## config.mk

```make
export PLATFORM = sky130hd
export DESIGN_NAME = scdt_clock_divider
export DESIGN_NICKNAME = d
export VERILOG_FILES = /design/src/hdl/scdt_pkg.sv /design/src/hdl/scdt_clock_divider.sv
export VERILOG_INCLUDE_DIRS = /design/src /design/src/hdl
export SDC_FILE = /design/constraint.sdc
export NUM_CORES = 1
export LEC_CHECK = 0
export BUFFER_PORTS_ARGS = -buffer_cell sky130_fd_sc_hd__buf_2
export CAP_MARGIN = 20
export CORE_MARGIN = 5
export CORE_UTILIZATION = 50
export CTS_BUF_LIST = sky130_fd_sc_hd__clkbuf_8
export DETAILED_ROUTE_END_ITERATION = 6
export PLACE_DENSITY_LB_ADDON = 0.25
export SYNTH_ARGS = -nofsm -noshare
export SYNTH_HDL_FRONTEND = slang
export SYNTH_SLANG_ARGS = --single-unit
export TNS_END_PERCENT = 10
```

## constraint.sdc

```tcl
create_clock -name clk_sys -period 2.7 [get_ports clk_sys]
set_clock_uncertainty 0.15 [all_clocks]
set_input_delay 0.135 -clock clk_sys [delete_from_list [all_inputs] [get_ports clk_sys]]
set_output_delay 0.135 -clock clk_sys [all_outputs]
set_load 0.02 [all_outputs]
```

## src/hdl/scdt_defs.svh

```systemverilog
// scdt_defs.svh: offsets, fields, reset values and counts of the clock divider and trim block
// assumes inclusion by bare name from the design file; the bench files do not include it
`ifndef SCDT_DEFS_SVH
`define SCDT_DEFS_SVH

`define SCDT_OFS_TRIM        4'h0
`define SCDT_OFS_DIVCTL      4'h4
`define SCDT_OFS_STATUS      4'h8
`define SCDT_UNLOCK_BIT      7
`define SCDT_SEL_MSB         3
`define SCDT_SEL_MAX         4'h8
`define SCDT_SEL_RST_PLAIN   4'h0
`define SCDT_SEL_RST_DIV8    4'h3
`define SCDT_UNLOCK_CYCLES   3'h4
`define SCDT_TRIM_FACTORY    8'h80

`endif

```

## src/hdl/scdt_pkg.sv

```systemverilog
// scdt_pkg.sv: types shared by the clock divider and trim block
// assumes nothing from scdt_defs.svh; the package uses none of its constants
`default_nettype none
package scdt_pkg;
    typedef enum logic [1:0] {
        SCDT_RUN,
        SCDT_HOLD,
        SCDT_SWITCH
    } scdt_state_e;
    typedef logic [3:0] scdt_sel_t;
endpackage : scdt_pkg
`default_nettype wire
```

## src/hdl/scdt_clock_divider.sv

```systemverilog
// scdt_clock_divider.sv: glitch-free power-of-two system clock divider, clock out pin and trim register
// assumes clk_sys is the undivided master clock; fuses and factory trim are static straps
`default_nettype none
`include "scdt_defs.svh"

module scdt_clock_divider #(
    parameter int          SelWidth  = 4,
    parameter int          DivStages = 8
) (
    input  wire logic        clk_sys,
    input  wire logic        rst_n,
    input  wire logic [3:0]  avs_address,
    input  wire logic        avs_read,
    input  wire logic        avs_write,
    input  wire logic [31:0] avs_writedata,
    input  wire logic [3:0]  avs_byteenable,
    output logic [31:0]      avs_readdata,
    output logic             avs_waitrequest,
    input  wire logic        clock_out_fuse,
    input  wire logic        initial_divide_by_eight_fuse,
    input  wire logic [7:0]  factoryTrim,
    output logic             clkEnCpu,
    output logic             clkEnFlash,
    output logic             clkEnIo,
    output logic             clkEnAdc,
    output logic             clock_out_pin_o,
    output logic             clock_out_pin_oe,
    output logic [7:0]       oscTrim,
    output logic             trim_range_select,
    output logic [6:0]       trim_fine_value
);
    logic [DivStages-1:0]   ripple_q;
    scdt_pkg::scdt_sel_t    sel_q;
    scdt_pkg::scdt_sel_t    active_q;
    scdt_pkg::scdt_sel_t    pending_q;
    scdt_pkg::scdt_state_e  state_q;
    logic                   unlock_q;
    logic [2:0]             unlockCnt_q;
    logic [7:0]             trim_q;
    logic                   ack_q;
    logic                   tick;
    logic                   tickPend;
    logic                   wrStrobe;
    logic                   rdStrobe;
    logic                   wrDiv;
    logic                   wrTrim;
    logic                   selWrite;
    logic                   unlockWrite;
    logic [DivStages:0]     tap;

    // one wait state: write taken when ack_q is high; read data loaded one edge early so it stands then
    assign wrStrobe = avs_write && ack_q;
    assign rdStrobe = avs_read && !ack_q;
    assign wrDiv    = wrStrobe && avs_address == `SCDT_OFS_DIVCTL && avs_byteenable[0];
    assign wrTrim   = wrStrobe && avs_address == `SCDT_OFS_TRIM && avs_byteenable[0];
    assign unlockWrite = wrDiv && avs_writedata[7:0] == 8'h80;
    assign selWrite    = wrDiv && !avs_writedata[`SCDT_UNLOCK_BIT] && unlock_q;

    always_ff @(posedge clk_sys) begin
        if (!rst_n) begin
            ack_q           <= 1'b0;
            avs_waitrequest <= 1'b1;
        end else begin
            ack_q           <= (avs_read || avs_write) && !ack_q;
            avs_waitrequest <= !((avs_read || avs_write) && !ack_q);
        end
    end

    // ripple count of master clock edges, never visible to software
    always_ff @(posedge clk_sys) begin
        if (!rst_n) begin
            ripple_q <= '0;
        end else begin
            ripple_q <= ripple_q + 1'b1;
        end
    end

    // tap[n] is high on the one master cycle in 2^n that ends a divided period
    genvar gi;
    assign tap[0] = 1'b1;
    generate
        for (gi = 1; gi <= DivStages; gi++) begin : g_tap
            assign tap[gi] = &ripple_q[gi-1:0];
        end
    endgenerate

    // codes above 8 are reserved; they are treated as the slowest factor
    function automatic logic pick(input logic [DivStages:0] t, input scdt_pkg::scdt_sel_t s);
        logic r;
        r = t[DivStages];
        if (s <= `SCDT_SEL_MAX) begin
            r = t[s];
        end
        return r;
    endfunction : pick

    assign tick     = pick(tap, active_q);
    assign tickPend = pick(tap, pending_q);

    // switch only at an old edge, then wait for a new edge: no short period either side
    always_ff @(posedge clk_sys) begin
        if (!rst_n) begin
            state_q   <= scdt_pkg::SCDT_RUN;
            active_q  <= initial_divide_by_eight_fuse ? `SCDT_SEL_RST_DIV8 : `SCDT_SEL_RST_PLAIN;
            pending_q <= initial_divide_by_eight_fuse ? `SCDT_SEL_RST_DIV8 : `SCDT_SEL_RST_PLAIN;
        end else begin
            case (state_q)
                scdt_pkg::SCDT_RUN: begin
                    if (sel_q != active_q) begin
                        pending_q <= sel_q;
                        state_q   <= scdt_pkg::SCDT_HOLD;
                    end
                end
                scdt_pkg::SCDT_HOLD: begin
                    if (tick) begin
                        state_q <= scdt_pkg::SCDT_SWITCH;
                    end
                end
                scdt_pkg::SCDT_SWITCH: begin
                    if (tickPend) begin
                        active_q <= pending_q;
                        state_q  <= scdt_pkg::SCDT_RUN;
                    end
                end
                default: begin
                    state_q <= scdt_pkg::SCDT_RUN;
                end
            endcase
        end
    end

    // during the gap no enable is given, so no period is shorter than old or new
    always_ff @(posedge clk_sys) begin
        if (!rst_n) begin
            clkEnCpu   <= 1'b0;
            clkEnFlash <= 1'b0;
            clkEnIo    <= 1'b0;
            clkEnAdc   <= 1'b0;
        end else begin
            clkEnCpu   <= (state_q == scdt_pkg::SCDT_SWITCH) ? tickPend : tick;
            clkEnFlash <= (state_q == scdt_pkg::SCDT_SWITCH) ? tickPend : tick;
            clkEnIo    <= (state_q == scdt_pkg::SCDT_SWITCH) ? tickPend : tick;
            clkEnAdc   <= (state_q == scdt_pkg::SCDT_SWITCH) ? tickPend : tick;
        end
    end

    // pin toggles on each divided edge; driven also while rst_n is low
    always_ff @(posedge clk_sys) begin
        clock_out_pin_oe <= clock_out_fuse;
        if (!rst_n) begin
            clock_out_pin_o <= 1'b0;
        end else if (!clock_out_fuse) begin
            clock_out_pin_o <= 1'b0;
        end else if (state_q == scdt_pkg::SCDT_SWITCH ? tickPend : tick) begin
            clock_out_pin_o <= !clock_out_pin_o;
        end
    end

    // unlock window: a divided-cycle count; only a select write cuts it short
    always_ff @(posedge clk_sys) begin
        if (!rst_n) begin
            unlock_q    <= 1'b0;
            unlockCnt_q <= '0;
        end else if (selWrite) begin
            unlock_q    <= 1'b0;
            unlockCnt_q <= '0;
        end else if (unlock_q) begin
            if (clkEnCpu) begin
                unlockCnt_q <= unlockCnt_q + 3'h1;
                if (unlockCnt_q + 3'h1 == `SCDT_UNLOCK_CYCLES) begin
                    unlock_q <= 1'b0;
                end
            end
        end else if (unlockWrite) begin
            unlock_q    <= 1'b1;
            unlockCnt_q <= '0;
        end
    end
    // a rewrite while open falls into the counting branch untouched

    always_ff @(posedge clk_sys) begin
        if (!rst_n) begin
            sel_q <= initial_divide_by_eight_fuse ? `SCDT_SEL_RST_DIV8 : `SCDT_SEL_RST_PLAIN;
        end else if (selWrite) begin
            sel_q <= avs_writedata[`SCDT_SEL_MSB:0];
        end
    end

    always_ff @(posedge clk_sys) begin
        if (!rst_n) begin
            trim_q <= factoryTrim;
        end else if (wrTrim) begin
            trim_q <= avs_writedata[7:0];
        end
    end

    always_ff @(posedge clk_sys) begin
        if (!rst_n) begin
            oscTrim           <= `SCDT_TRIM_FACTORY;
            trim_range_select <= 1'b1;
            trim_fine_value   <= '0;
        end else begin
            oscTrim           <= trim_q;
            trim_range_select <= trim_q[7];
            trim_fine_value   <= trim_q[6:0];
        end
    end

    always_ff @(posedge clk_sys) begin
        if (!rst_n) begin
            avs_readdata <= '0;
        end else if (rdStrobe) begin
            case (avs_address)
                `SCDT_OFS_TRIM:   avs_readdata <= {24'h000000, trim_q};
                `SCDT_OFS_DIVCTL: avs_readdata <= {24'h000000, unlock_q, 3'h0, sel_q};
                `SCDT_OFS_STATUS: avs_readdata <= {24'h000000, 3'h0, state_q != scdt_pkg::SCDT_RUN, active_q};
                default:          avs_readdata <= '0;
            endcase
        end
    end
endmodule : scdt_clock_divider
`default_nettype wire

```

## After elaboration in Yosys (flattened, before gate mapping)

Index checks and enable logic that the tools add are counted.

- Flip-flop bits (word level): 87
- Bits of input ports: 54
- Output and inout port bits: 55
- Word-level logic and storage cells: 103

- $add $sub $neg: 2
- $lt $le $gt $ge: 4
- Eq/ne operators: 17
- Muxes and demuxes: 30
- Bitwise logic cells: 1
- Reduce and logical (&&, ||, !) cells: 32

Operator list:

| operator | number |
|---|---|
| $mux W4 | 8 |
| $pmux W8 S3 | 1 |
| $mux W8 | 2 |
| $ne A2 B1 Y1 const B | 6 |
| $logic_and A1 B1 Y1 | 10 |
| $lt A4 B5 Y1 const B | 2 |
| $reduce_and A2 Y1 | 5 |
| $mux W1 | 9 |
| $mux W3 | 3 |
| $add A8 B1 Y8 const B | 1 |
| $bmux W1 S4 | 2 |
| $eq A8 B8 Y1 const B | 1 |
| $le A4 B4 Y1 const B | 2 |
| $mux W2 | 4 |
| $ne A2 B2 Y1 const B | 4 |
| $reduce_and A8 Y1 | 1 |
| $reduce_and A7 Y1 | 1 |
| $pmux W2 S3 | 1 |
| $reduce_and A3 Y1 | 2 |
| $reduce_and A6 Y1 | 1 |
| $reduce_and A5 Y1 | 1 |
| $eq A4 B3 Y1 const B | 1 |
| $eq A4 B4 Y1 const B | 1 |
| $logic_not A1 Y1 | 4 |
| 12 further kinds | 13 |

## Logic depth before layout (Yosys ltp)

- Word-level depth: 7
- Gate-level depth with buffers: 9
- Gate-level depth less buffers: 9

## Worst setup path before layout

No wires, ideal clock.

- Path type: reg-to-reg
- Start point: register ripple_q[0]
- End point: register active_q[0], enable pin
- Library setup time: 0.379 ns
- Arrival: 1.859 ns
- Data required time: 2.171 ns
- Setup slack: 0.312 ns
- Cell stages (with the launch flop): 8
- Path buffers: 0
- Cells stage by stage: dfxtp_1 ha_1 and3_1 ha_1 nand2_1 a32oi_1 a21oi_1 o41ai_1

- Longest elaborated chain between the ends: 6

RTL lines:

| item | RTL line | text |
|---|---|---|
| start, declared | scdt_clock_divider.sv:32 | `logic [DivStages-1:0] ripple_q;` |
| start signal, assigned | scdt_clock_divider.sv:74 | `ripple_q <= ripple_q + 1'b1;` |
| $reduce_and A8 Y1 (tied with other cells) | scdt_clock_divider.sv:83 | `assign tap[gi] = &ripple_q[gi-1:0];` |
| $bmux W1 S4 | scdt_clock_divider.sv:92 | `r = t[s];` |
| $mux W1 (not written as such) | scdt_clock_divider.sv:92 |  |
| $mux W1 (*) | scdt_clock_divider.sv:91 | `` if (s <= `SCDT_SEL_MAX) begin `` |
| $ne A2 B1 Y1 (no source line) (*) | - |  |
| $reduce_and A2 Y1 (no source line) (*) | - |  |
| end signal, assigned | scdt_clock_divider.sv:104 | `` active_q <= initial_divide_by_eight_fuse ? `SCDT_SEL_RST_DIV8 : `SCDT_SEL_RST_PLAIN; `` |
| end signal, assigned | scdt_clock_divider.sv:121 | `active_q <= pending_q;` |
| end, declared | scdt_clock_divider.sv:34 | `scdt_pkg::scdt_sel_t active_q;` |

Every way passes the cells marked *; elsewhere a longest branch is shown, timed or not. The select of a mux whose other input is x is not followed.
A chain may end at the register's enable or synchronous reset.

## Worst setup path after layout

- Start point: register ripple_q[1]
- End point: register active_q[2], enable pin

Same word-level chain as after synthesis.

==> flow_metrics.tcl <==
set metrics [dict create \
    drv_slew 0 \
    clkPwrFrac_pct 30.7 \
    crit_arrival_ns 2.28 \
    grt_pass1_vias 2034 \
    synthMuxAreaShare_pct 4.20 \
    io_pins 109 \
    powerDensity_mw_per_mm2 554 \
    clk_pin_slew_ns 0.10 \
    die_w_um 84.0 \
    critPathKind "register to register" \
    busiest_layer "met2" \
    antenna_found_initial 0 \
    power.internal_w 0.00130 \
    max_stage_delay_ns 0.40 \
    final_antenna_net_count 0 \
    ir_drop_mv 0.319 \
    gp_congestion 0.851 \
    fmax_mhz 417 \
    netSwitchingFraction_pct 27.2 \
    firstDrtPassIters 4 \
    tns_ns 0 \
    postCtsSetupRepairBufs 0 \
    synthDistinctLibCells 50 \
    cts.sinks 55 \
    synth_adder_area_share_pct 2.74 \
    post_drt_wl_per_cell_um 14.2 \
    hold_viol 0 \
    cpMostUsedCell "ha_1" \
    synth_flop_cell "dfxtp_1" \
    dieArea_sq_mm 0.00706 \
    clockRootBuffer "clkbuf_8" \
    wirelength_um 5930 \
    synthXorXnorAreaFrac_pct 2.56 \
    synthTopCellsByArea "dfxtp_1, edfxtp_1, buf_4" \
    ys_ff_latch 55 \
    cp.required_ns 2.58 \
    synth_cells 281 \
    yosys_warnings 0 \
    cts_tree "built" \
    vias 2117 \
    drive_above_1_share_pct 23.7 \
    p_leak_nw 1.42 \
    synth_compound_area_share_pct 10.5 \
    period_share_pct 88.8 \
    status "complete, no violations" \
    rsz0062_at_grt "no" \
    io_buffers 57 \
    use_met2_pct 27.5 \
    p_seq_share_pct 53.7 \
    ys_seq_area_share_pct 47.5 \
    drv_cap 0 \
    grtUsageMet3_pct 3.95 \
    initialDrtViolationCount 117 \
    fp-row-count 27 \
    cp_max_fo 4 \
    place_inst 394 \
    avgSynthCellArea_sq_um 9.75 \
    p_sw_w 0.000486 \
    synth_area_sq_mm 0.00274 \
    synth_edf_count 20 \
    dp_hpwl_um 4330 \
    overflow 0 \
    clk_path_buf_depth 2 \
    crit_path_end_kind "register" \
    startpoint_type "register" \
    yosys.area_share.simple_pct 20.3 \
    crit_chain "ha_1 > and3_1 > ha_1 > nand2_1 > a32oi_1 > a21oi_1 > o41ai_2 > buf_4" \
    die_y_um 84.0 \
    core_sq_mm 0.00541 \
    area_growth_pct 17.5 \
    initial_core_util_pct 50.7 \
    tightest_slew_ns 0.765 \
    slew_headroom_pct 48.5 \
    via_per_inst 5.06 \
    h-tree-depth 2 \
    async_flop_share_pct 0 \
    finalNonFillerCells 418 \
    synth_top_area_cell "dfxtp_1" \
    nets 405 \
    combPwrFrac_pct 15.7 \
    grt_first_pass_wirelength_um 9650 \
    yosys.area.top_type_share_pct 25.6 \
    synth_top_family_by_area "simple AND/OR/NAND/NOR gates" \
    cpMaxStageDelayCell "dfxtp_1" \
    clkLatencyLatePin_ns 0.31 \
    grt_use_total_pct 17.0 \
    met1_usage_pct 22.5 \
    setup_viol 0 \
    period_needed_ns 2.40 \
    grt_max_degree 37 \
    diodes 0 \
    holdCritPathClass "input pin to register" \
    route.detailed.drc 0 \
    cts_buffers 5 \
]
layer usage:
layer / up-vias / part of all wire, %
met4: 0 / 0.93
met5: - / 0
li1: 1049 / -
met1: 980 / 44
met2: 81 / 48
met3: 7 / 7.6
kinds of logic (layout without fill, tap and decap cells):
| kind of cell | after synthesis | after routing |
|---|---|---|
| simple gates | 108 | 108 |
| flops | 55 | 55 |
| buf+inv | 52 | 94 |
| compound gates | 40 | 40 |
| mux | 11 | 11 |
| xor+xnor | 8 | 8 |
| fa+ha+maj | 6 | 6 |
| other cells | 1 | 24 |
cell usage after synthesis (3+ instances only):
library cell  instances
inv_1                 8
nand3_1              11
nor3_1                3
dfxtp_1              35
edfxtp_1             20
nor2_1               19
mux2i_1               7
and2_1               16
or2_2                 3
a21oi_1              12
a22oi_1               4
o21ai_0               6
mux2_2                4
nor4b_1               4
nor4_1                4
xor2_1                7
buf_4                35
nor2b_1               4
clkbuf_1              6
ha_1                  6
nand2_1              31
registers in the layout (all words and copies together), names as in the netlist:
register / count
avs_readdata: 8
oscTrim: 8
ripple_q: 8
trim_q: 8
active_q: 4
pending_q: 4
sel_q: 4
unlockCnt_q: 3
state_q: 2
ack_q: 1
avs_waitrequest: 1
clkEnAdc: 1
clock_out_pin_o: 1
clock_out_pin_oe: 1
unlock_q: 1
area by class of cell:
cell class | instances | area, sq um
clock buffers | 5 | 68.8
clock inverters | 3 | 42.5
fillers | 494 | 2190
inverters | 8 | 30.0
multi-input cells | 197 | 1200
flip-flops and latches | 55 | 1300
well taps | 72 | 90.1
repair buffers | 78 | 483
repair_timing:
item,in CTS,in global routing
resized for setup,0,1
endpoints found under the hold margin,12,2
endpoints found under the setup margin,0,3
hold buffers,14,2
worst max-delay path, delay by kind of cell, from the launching register on:
kind                       cells  cell delay [ns]
DFF                            1             0.40
adders and majority gates      2             0.39
AOI/OAI and AO/OA              3             0.78
and+or+nand+nor                2             0.22
buffers and inverters          1             0.18
power by group through the flow:
stage | combinational, W | sequential, W | clock, W
after floorplan | 0.000205 | 0.000979 | 0
after global placement | 0.000252 | 0.000974 | 0
after detailed placement | 0.000258 | 0.000976 | 0
after CTS | 0.000274 | 0.000957 | 0.000560
after global routing | 0.000307 | 0.000966 | 0.000597
final | 0.000279 | 0.000957 | 0.000547
cell usage in the layout (no fill, tap or decap), drive strengths merged, types with 5 or more instances in the layout:
cell type and count:
a21oi 12, nor2 19, dfxtp 35, nand3 11
buf 62, conb 24, clkbuf 5, edfxtp 20
nor2b 5, o21ai 7, xor2 7, dlygate4sd3 16
ha 6, inv 10, mux2i 7, nand2 31
and2 17
path summary, 6_finish.rpt:
| path | cells past startpoint | from | slack, ns | to |
|---|---|---|---|---|
| worst max-delay path | 8 | ripple_q[1] | 0.30 | active_q[2] |
| worst min-delay path | 2 | avs_writedata[6] | 0.02 | trim_q[6] |
| worst max register to register | 8 | ripple_q[1] | 0.30 | active_q[2] |
| worst min register to register | 2 | avs_readdata[5] | 0.31 | avs_readdata[5] |
through the flow:
step	utilization, %	worst slack, ns	hold slack, ns	area, sq um	total power [W]
detailed placement	54.4	0.217	0.127	2940	0.00123
finish	59.6	0.304	0.0182	3220	0.00178
floorplan	-	0.312	0.0127	2830	0.00118
CTS	59.1	0.181	0.000220	3190	0.00179
global route	59.6	0.135	0.0124	3220	0.00187
global placement	54.4	0.228	0.120	2940	0.00123
Note: power is estimated with default switching activity, not from simulation.
